## config.mk

```make
export PLATFORM = sky130hd
export DESIGN_NAME = tbpw_pwm
export DESIGN_NICKNAME = d
export VERILOG_FILES = /design/src/rtl/tbpw_duty_store.v /design/src/rtl/tbpw_pwm.v
export VERILOG_INCLUDE_DIRS = /design/src /design/src/include
export SDC_FILE = /design/constraint.sdc
export NUM_CORES = 1
export LEC_CHECK = 0
export ABC_CLOCK_PERIOD_IN_PS = 2100
export BUFFER_PORTS_ARGS = -buffer_cell sky130_fd_sc_hd__buf_2
export CORE_ASPECT_RATIO = 1.4
export CORE_UTILIZATION = 55
export DETAILED_ROUTE_END_ITERATION = 6
export GPL_ROUTABILITY_DRIVEN = 0
export PLACE_DENSITY = 0.8
export SLEW_MARGIN = 20
export SYNTH_ARGS = -nofsm -noshare
export SYNTH_HDL_FRONTEND = slang
export SYNTH_HIERARCHICAL = 1
export SYNTH_SLANG_ARGS = --single-unit
```

## constraint.sdc

```tcl
create_clock -name clk_sys -period 2.1 [get_ports clk_sys]
set_input_delay 0.105 -clock clk_sys [delete_from_list [all_inputs] [get_ports clk_sys]]
set_output_delay 0.105 -clock clk_sys [all_outputs]
set_load 0.005 [all_outputs]
```

## src/include/tbpw_regs.vh

```
`ifndef TBPW_REGS_VH
`define TBPW_REGS_VH
// ------------------------------------------------------------
// Register offsets (channel A at 0..2, channel B at 4..6)
// ------------------------------------------------------------
`define TBPW_ADDR_W 4
`define TBPW_OFF_CTRL 4'h0
`define TBPW_OFF_DCH 4'h1
`define TBPW_OFF_DCL 4'h2
`define TBPW_CH_STRIDE 4'h4
// ------------------------------------------------------------
// Control and duty-low field positions
// ------------------------------------------------------------
`define TBPW_CTRL_EN 7
`define TBPW_CTRL_OUT 5
`define TBPW_CTRL_POL 4
`define TBPW_DCL_LSB_HI 7
`define TBPW_DCL_LSB_LO 6
// ------------------------------------------------------------
// Reset values
// ------------------------------------------------------------
`define TBPW_RST_CTRL 8'h00
`define TBPW_RST_DUTY 10'h000
`define TBPW_RST_COUNT 2'h0
`endif

```

## src/rtl/tbpw_duty_store.v

```verilog
`timescale 1ns/100ps
`default_nettype none
`include "tbpw_regs.vh"
// Buffered duty words for both channels; read data from a register
module tbpw_duty_store
(
    input wire clk_sys,
    input wire reset,
    input wire wrEn,
    input wire wrIdx,
    input wire wrHigh,
    input wire [7:0] wrData,
    input wire rdIdx,
    input wire rdHigh,
    output reg [7:0] rdData,
    output wire [19:0] dutyFlat
);
    reg [9:0] duty_r [0:1];
    genvar g;

    always @(posedge clk_sys)
    begin
        if (reset)
        begin
            duty_r[0] <= `TBPW_RST_DUTY;
            duty_r[1] <= `TBPW_RST_DUTY;
            rdData <= 8'h00;
        end
        else
        begin
            if (wrEn && wrHigh)
                duty_r[wrIdx] <= {wrData, duty_r[wrIdx][1:0]};
            else if (wrEn)
                duty_r[wrIdx] <= {duty_r[wrIdx][9:2],
                    wrData[`TBPW_DCL_LSB_HI:`TBPW_DCL_LSB_LO]};
            if (rdHigh)
                rdData <= duty_r[rdIdx][9:2];
            else
                rdData <= {duty_r[rdIdx][1:0], 6'h00};
        end
    end

    generate
        for (g = 0; g < 2; g = g + 1)
        begin : gOut
            assign dutyFlat[g*10 +: 10] = duty_r[g];
        end
    endgenerate
endmodule // tbpw_duty_store
`default_nettype wire

```

## src/rtl/tbpw_pwm.v

```verilog
// The placing of the registers and the address-and-strobe port are this design's own decisions.
`timescale 1ns/100ps
`default_nettype none
`include "tbpw_regs.vh"
// Summary of operation
// Two identical channels, each with own control, duty registers, output.
// Idle output level is 0 with polarity clear, 1 with polarity set.
// Enable clear holds output at the idle level.
// Each channel picks one of three 8-bit timers via external select.
// Software clocks the chosen timer from the system clock over four.
// Period is (period value + 1) times 4 clocks times prescale.
// After count equals period, timer clears and a new period begins.
// New period drives output active unless latched duty is zero.
// Duty is double-buffered; copied to compare latch only at period match.
// Duty is left-justified: high register bits 9..2, low register bits 7..6.
// Time base is 10 bits: timer count plus clock or prescaler bits.
// Pulse width equals duty times one clock times prescale.
// Duty above period leaves output active all period.
// Resolution is log2 of 4 times (period + 1); ten bits at 255.
// Sleep freezes time base, state and output level.
// Output frequency scales with the system clock.
// Any reset restores register defaults; pins revert to input.
// Software clears the direction bit before the pin shows the output.
// Software follows the setup order for a complete first cycle.
// A read-only control bit returns the current output level.
// Polarity set means active-low, clear means active-high.
// Output goes inactive when the 10-bit time base reaches the duty.
module tbpw_pwm
(
    input wire clk_sys,
    input wire reset,
    input wire [3:0] regAddr,
    input wire [7:0] regWrData,
    input wire regWrite,
    input wire regRead,
    output reg [7:0] regRdData,
    input wire [23:0] timerCount,
    input wire [2:0] timerMatch,
    input wire [5:0] prescaleBits,
    input wire [2:0] prescaleOne,
    input wire [3:0] timerSelect,
    input wire sleepMode,
    input wire [1:0] portDirection,
    output wire [1:0] pwmOut,
    output wire [1:0] pwmPinOut,
    output wire [1:0] pwmPinOe
);
    // ------------------------------------------------------------
    // Register decode
    // ------------------------------------------------------------
    // Returned at the full address width so it meets the offset macros bit for bit
    function [3:0] decodeReg;
        input [3:0] a;
        begin
            decodeReg = {2'h0, a[1:0]};
        end
    endfunction

    localparam [7:0] RST_CTRL = `TBPW_RST_CTRL;

    wire hitCh = regAddr[2];
    wire mapped = (regAddr[3] == 1'b0) && (decodeReg(regAddr) != 4'h3);
    wire wrCtrl = regWrite && mapped && (decodeReg(regAddr) == `TBPW_OFF_CTRL);
    wire wrDuty = regWrite && mapped && (decodeReg(regAddr) != `TBPW_OFF_CTRL);
    wire [7:0] dutyRd;
    wire [19:0] dutyFlat;
    reg rdCtrl_r;
    reg rdMapped_r;
    reg rdCh_r;

    // Writes land at once, so a read right after a write sees new data
    tbpw_duty_store uStore
    (
        .clk_sys(clk_sys),
        .reset(reset),
        .wrEn(wrDuty && !sleepMode),
        .wrIdx(hitCh),
        .wrHigh(decodeReg(regAddr) == `TBPW_OFF_DCH),
        .wrData(regWrData),
        .rdIdx(hitCh),
        .rdHigh(decodeReg(regAddr) == `TBPW_OFF_DCH),
        .rdData(dutyRd),
        .dutyFlat(dutyFlat)
    );

    // ------------------------------------------------------------
    // Per-channel modulator
    // ------------------------------------------------------------
    reg [1:0] enable_r;
    reg [1:0] polarity_r;
    reg [1:0] active_r;
    reg [1:0] phase_r;
    wire [7:0] ctrlView [0:1];
    genvar g;

    generate
        for (g = 0; g < 2; g = g + 1)
        begin : gCh
            localparam [0:0] CH_IDX = g;
            reg [9:0] dutyLatch_r;
            wire [1:0] sel = timerSelect[g*2 +: 2];
            wire selOk = (sel != 2'h3);
            // Timer count, match and prescaler of the chosen timer
            wire [7:0] cnt = selOk ? timerCount[sel*8 +: 8] : 8'h00;
            wire match = selOk ? timerMatch[sel] : 1'b0;
            wire [1:0] psc = selOk ? prescaleBits[sel*2 +: 2] : 2'h0;
            wire oneToOne = selOk ? prescaleOne[sel] : 1'b1;
            // Low bits follow the system clock phase at 1:1, else prescaler
            wire [1:0] low = oneToOne ? phase_r : psc;
            wire [9:0] base = {cnt, low};
            wire [9:0] dutyBuf = dutyFlat[g*10 +: 10];
            wire reached = (base == dutyLatch_r);

            always @(posedge clk_sys)
            begin
                if (reset)
                begin
                    enable_r[g] <= RST_CTRL[`TBPW_CTRL_EN];
                    polarity_r[g] <= RST_CTRL[`TBPW_CTRL_POL];
                    active_r[g] <= 1'b0;
                    dutyLatch_r <= `TBPW_RST_DUTY;
                end
                else if (!sleepMode)
                begin
                    if (wrCtrl && hitCh == CH_IDX)
                    begin
                        enable_r[g] <= regWrData[`TBPW_CTRL_EN];
                        polarity_r[g] <= regWrData[`TBPW_CTRL_POL];
                    end
                    // Period match is the only point the duty latch updates
                    if (match && phase_r == 2'h3)
                    begin
                        dutyLatch_r <= dutyBuf;
                        active_r[g] <= (dutyBuf != 10'h000);
                    end
                    else if (reached)
                        active_r[g] <= 1'b0;
                end
            end

            // Disabled output rests at the idle level set by polarity
            // Mask the cycle in which the base meets the duty, else the pulse runs one clock long
            wire level = active_r[g] && !reached;
            assign pwmOut[g] = enable_r[g] ? (level ^ polarity_r[g])
                                           : polarity_r[g];
            assign pwmPinOut[g] = pwmOut[g];
            assign pwmPinOe[g] = !portDirection[g] && !reset;
            assign ctrlView[g] = {enable_r[g], 1'b0, pwmOut[g], polarity_r[g], 4'h0};
        end
    endgenerate

    // ------------------------------------------------------------
    // Clock phase: four system clocks per timer increment
    // ------------------------------------------------------------
    always @(posedge clk_sys)
    begin
        if (reset)
            phase_r <= `TBPW_RST_COUNT;
        else if (!sleepMode)
            phase_r <= phase_r + 2'h1;
    end

    // ------------------------------------------------------------
    // Read path: data one cycle after the strobe
    // ------------------------------------------------------------
    always @(posedge clk_sys)
    begin
        if (reset)
        begin
            rdCtrl_r <= 1'b0;
            rdMapped_r <= 1'b0;
            rdCh_r <= 1'b0;
        end
        else
        begin
            rdCtrl_r <= regRead && (decodeReg(regAddr) == `TBPW_OFF_CTRL);
            rdMapped_r <= regRead && mapped;
            rdCh_r <= hitCh;
        end
    end

    always @*
    begin
        if (!rdMapped_r)
            regRdData = 8'h00;
        else if (rdCtrl_r)
            regRdData = ctrlView[rdCh_r];
        else
            regRdData = dutyRd;
    end
endmodule // tbpw_pwm
`default_nettype wire

```

* Yosys cells after proc, flatten, opt, wreduce, memory -nomap -nowiden *
Memories as Yosys holds them, arrays and structs flattened.
Index checks and enable logic that the tools add are counted.

word-level totals
  input port bits = 59
  logic and storage cells = 117
  bits in writable memories = 20
  memories = 1
  output and inout port bits = 14
  register bits after elaboration = 39

memory list
  name           words  width  read ports  clocked after memory_dff  write ports  RTL line              source
  uStore.duty_r  2      10     3           0                         2            tbpw_duty_store.v:18  reg [9:0] duty_r [0:1];

operators by class
  multiplexer cells = 43
  eq/ne operators = 7
  add/sub/neg operators = 1
  order comparisons = 3
  shift operators = 4
  bitwise logic cells = 8
  reductions and logical operators = 36

operators by type and width
  cell                   number
  $mux W8                8
  $shiftx A24 B6 Y8      2
  $mux W1                25
  $eq A10 B10 Y1         2
  $mux W10               2
  $reduce_bool A10 Y1    2
  $logic_and A1 B1 Y1    16
  $reduce_and A2 Y1      6
  $shiftx A6 B4 Y2       2
  $reduce_or A10 Y1      1
  $bmux W1 S2            4
  $mux W2                4
  $logic_not A1 Y1       6
  $lt A2 B3 Y1 const B   2
  $ne A2 B2 Y1 const B   3
  $reduce_bool A2 Y1     3
  $not A1 Y1             4
  $add A2 B1 Y2 const B  1
  $eq A2 B1 Y1 const B   1
  $eq A2 B2 Y1 const B   1
  $ge A2 B2 Y1 const B   1
  $logic_not A2 Y1       1
  $not A1 Y2             1
  $reduce_or A2 Y1       1
  2 further kinds        3

* Depth between registers and ports, before layout *
  word-level depth = 14
  depth in mapped cells = 10
  gate-level depth less buffers = 8

* Cells and area by module *
The synthesis kept the hierarchy.

by module, submodules not included
  module           seq. area each (um2)  cells each  area an instance (um2)  times used
  tbpw_pwm         620.6                 286         2,446.1                 1
  tbpw_duty_store  760.7                 77          1,154.9                 1

* Worst setup path before layout *
No wires, ideal clock.

  kind = input-to-output
  from = input timerSelect[2]
  to = output pwmOut[1]
  cell stages on the path = 10
  buffers on the path = 3
  data required time = 1.995 ns
  setup slack = 0.153 ns
  data arrival time = 1.842 ns
  cell sequence = buf_4 > buf_4 > mux2i_1 > mux2i_1 > xor2_1 > a2111oi_0 > nand3_1 > and4_1 > or2_1 > buf_4

RTL lines
  item             RTL line       source
  start, declared  tbpw_pwm.v:41  input wire [3:0] timerSelect,
  end, declared    tbpw_pwm.v:44  output wire [1:0] pwmOut,

* Worst setup path in the final report *
  from = register gCh[1].dutyLatch_r[2]
  to = output regRdData[5]

between the ends
  longest elaborated chain between the ends = 10

RTL lines
  item                                         RTL line        source
  start, declared                              tbpw_pwm.v:100  reg [9:0] dutyLatch_r;
  start signal, assigned                       tbpw_pwm.v:121  dutyLatch_r <= `TBPW_RST_DUTY;
  start signal, assigned                       tbpw_pwm.v:133  dutyLatch_r <= dutyBuf;
  $eq A10 B10 Y1                               tbpw_pwm.v:112  wire reached = (base == dutyLatch_r);
  $logic_not A1 Y1                             tbpw_pwm.v:143  wire level = active_r[g] && !reached;
  $logic_and A1 B1 Y1                          tbpw_pwm.v:143
  $xor A1 B1 Y1                                tbpw_pwm.v:144  assign pwmOut[g] = enable_r[g] ? (level ^ polarity_r[g])
  $mux W1                                      tbpw_pwm.v:144
  $mux W8 (implied by the code) (3 in series)  tbpw_pwm.v:187  regRdData = ctrlView[rdCh_r];
  $mux W8                                      tbpw_pwm.v:186  else if (rdCtrl_r)
  $mux W8                                      tbpw_pwm.v:184  if (!rdMapped_r)
  end, declared                                tbpw_pwm.v:36   output reg [7:0] regRdData,

No other way between the ends. The select of a mux whose other input is x is not followed.

==> flow_summary_export.csv <==
group,metric,value,unit
finish,drive_gt1_frac,0.349,
synthesis,ys_top_cells_by_area,"dfxtp_1 22%, edfxtp_1 17%, mux2i_1 14%, nor2_1 4.0%, and2_1 3.6%",
route,wl_met1,3330,um
power_and_ir_drop,leakage,2.15,nW
sta,fin_skew,0.00583,ns
finish,fin_cells,539,
global_routing,grt_max_degree,37,
worst_setup_path,reg2reg_from,"gCh[0].dutyLatch_r[6]",
worst_setup_path,rr_endpoint,"active_r[0]",
power_and_ir_drop,ir_drop,0.405,mV
clock_network,numCtsBuffers,9,
place,dpl.cell_count,517,
route,drt-pass1-iter-count,4,
clock_network,ctsRootBufferMaster,"clkbuf_8",
floorplanning,dieArea,6880,um^2
clock_network,clk_latency,0.33,ns
global_routing,antenna_found_initial,0,
place,pre_cts_slack,-0.189,ns
synthesis,ys_async_sr_fraction,0,
synthesis,yosysUniqueCellTypes,58,
synthesis,synth.most_common_cell,"mux2i_1",
power_and_ir_drop,pwr_density_cell,598,nW/um^2
synthesis,synth_top_area_share,0.217,
worst_setup_path,slowest_stage,"dfxtp_4",
global_routing,globalRouteTotalUtil,0.265,
worst_setup_path,crit_path_cell_trace,"and4b_1, a221o_1, o22ai_2, nor4_2, nand3_1, and4_1, nor3b_2, o21ai_1, buf_2",
place,hpwl,6590,um
floorplanning,core_area,6250,um^2
sta,setup_slack,-0.124,ns
global_routing,first_global_vias,3202,
floorplanning,die_w,70.4,um
route,via_per_inst,5.73,
sta,grt_setup_unrepaired,"yes",
sta,slew_viol_final,0,
min_path,min_path_cells,2,
flow_run,cap_violations,0,
worst_setup_path,crit_fanout,5,
status,outcome,"finished with violations",
route,wl_per_cell,16.1,um
worst_setup_path,required,2.00,ns
finish,num-fill-cells,446,
global_routing,grt_pass1_wl,14300,um
route,ant_nets,0,
floorplanning,ios,73,
min_path,hold_start,"regAddr[1]",
worst_setup_path,crit_path_start_kind,"flip-flop",
sta,finalSetupTns,-0.449,ns
floorplanning,row_count,34,
floorplanning,die_y,97.7,um
route,wl_met2,4690,um
synthesis,yosysWarnings,6,
synthesis,syn_area_per_cell,9.92,um^2
sta,setup_viol,5,
sta,period_needed,2.22,ns
clock_network,numClockSinks,59,
min_path,hold_class,"primary input to flip-flop",
route,wl_met3,336,um
worst_setup_path,r2r_cells,8,
route,drc,0,
place,portBuffers,72,
synthesis,ys_ff_latch,59,
synthesis,synth_cells,363,
clock_network,htreeDepth,3,
finish,multi_input_area,2150,um^2
clock_network,ctsLongestPathBuffers,2,
finish,antenna_cells,0,
synthesis,ys_seq_area_frac,0.384,
sta,slew-limit-headroom,0.661,
status,violations,"negative setup slack",
route,detail_route.wirelength,8690,um
finish,register_area,1400,um^2
synthesis,synthesis.nets,423,
sta,fmax,450,MHz
route,route.vias.total,3091,
worst_setup_path,cp_data_arrival_time,2.12,ns
clock_network,clk_pin_slew_worst_paths,0.06,ns
floorplanning,initial_core_util,0.576,
min_path,min_to,"rdCtrl_r",
synthesis,yosysTopAreaCell,"dfxtp_1",
sta,finalCritPeriodShare,1.06,
worst_setup_path,ff2ff_setup_slack,0.45,ns
synthesis,ys.flop_type,"dfxtp_1",
global_routing,grt_overflow,0,
sta,hold_violations,0,
route,top_layer,"met4",
route,drt_iter0_markers,90,
clock_network,cts_tree,"done",
finish,syn2layout_area_growth,26.1,%
synthesis,syn_area,3600,um^2
worst_setup_path,worst_setup_path_end_kind,"primary output",
sta,tightest_slew,0.508,ns
synthesis,synth_top_cells_by_count,"49 x mux2i_1, 39 x dfxtp_1, 38 x nor2_1",
finish,layout.nets,522,
synthesis,synth_edf_count,20,
worst_setup_path,max_stage_delay,0.37,ns
worst_setup_path,worstSetupPathType,"flip-flop to primary output",
==> how the worst max path moves through the flow <==
stage | slack, ns | to | startpoint
6_report | -0.12 | regRdData[5] | gCh[1].dutyLatch_r[2]
5_1_grt | -0.26 | regRdData[5] | gCh[1].dutyLatch_r[2]
4_1_cts | -0.21 | regRdData[5] | gCh[0].dutyLatch_r[6]
3_5_place_dp | -0.19 | regRdData[5] | timerSelect[2]
3_3_place_gp | -0.12 | regRdData[5] | timerSelect[1]
2_1_floorplan | 0.15 | pwmOut[1] | timerSelect[2]
==> cell families (layout without fill, tap and decap cells) <==
logic type | count (synthesis) | after routing | share of synthesized area
AND/OR/NAND/NOR | 145 | 145 | 0.239
multiplexers | 59 | 59 | 0.174
flip-flops | 59 | 59 | 0.384
AO/OA/AOI/OAI | 57 | 57 | 0.120
buffers and inverters | 28 | 132 | 0.0462
XOR/XNOR | 14 | 14 | 0.0341
adder cells (fa/ha/maj) | 1 | 1 | 0.00347
==> final cells by class <==
cell class / count / area share
clock buffers: 11 / 0.0336
clock inverters: 5 / 0.0110
inverters: 6 / 0.00496
multi-input cells: 276 / 0.473
flip-flops and latches: 59 / 0.308
well taps: 72 / 0.0198
repair buffers: 110 / 0.150
==> per-stage QoR <==
| step | area, um^2 | total power [mW] | util | hold WS (ns) |
|---|---|---|---|---|
| final | 4540 | 2.71 | 0.726 | 0.0281 |
| after detailed placement | 4160 | 1.68 | 0.665 | 0.290 |
| after floorplan | 3600 | 1.51 | - | 0.177 |
| after CTS | 4460 | 2.73 | 0.714 | 0.00591 |
| after global placement | 4160 | 1.67 | 0.665 | 0.285 |
| after global routing | 4540 | 2.84 | 0.726 | 0.0272 |
==> layer usage <==
metal,up-vias,global-route usage
li1,1522,-
met1,1462,0.271
met2,85,0.503
met3,22,0.0464
met4,0,0.134
met5,-,0
==> placed cells by master, fill, tap and decap left out, types with 4 or more instances in the layout <==
master and instances:
edfxtp_1 20, clkbuf_8 9, nor3_1 5, clkinv_2 4, a221o_1 4, mux2_2 4, nor2b_1 12, a211oi_1 5
nor4_1 5, nand3_1 4, a21oi_1 4, nor2_1 38, inv_1 6, nand2_1 12, o211a_1 4, nand2b_1 7
mux2i_1 47, nand3b_1 11, o21ai_0 6, o21ai_1 7, and4b_1 5, dfxtp_1 32, a21o_1 4, and3_1 4
xor2_1 11, and2_1 21, buf_2 69, mux2_1 4, buf_4 36, dfxtp_2 4
==> critical path: cells and delay by family (launching register included) <==
| family | cells | cell delay (ns) |
|---|---|---|
| AOI/OAI and AO/OA | 3 | 0.30 |
| buffers and inverters | 1 | 0.12 |
| DFF | 1 | 0.37 |
| and+or+nand+nor | 5 | 1.00 |
==> flip-flops by register name (all words and copies together) (netlist names) <==
register	flops
ctrlView	4
gCh.dutyLatch_r	20
uStore/rdData	8
uStore/duty_r	20
phase_r	2
active_r	2
rdCtrl_r	1
rdCh_r	1
rdMapped_r	1
==> report_power, final <==
group,switching [mW],internal (mW),leakage [nW]
Clock,0.414,0.611,0.108
Combinational,0.218,0.224,1.53
Sequential,0.0336,1.21,0.510
Total,0.666,2.05,2.15
==> timing repair <==
item	in CTS	in global routing
cloned	0	0
hold buffers	1	0
endpoints found under the hold margin	1	0
gates resized for setup	19	11
setup buffers	2	3
setup endpoints to repair	5	13
pin swaps	9	7
Power figures use the tool's default switching activity.
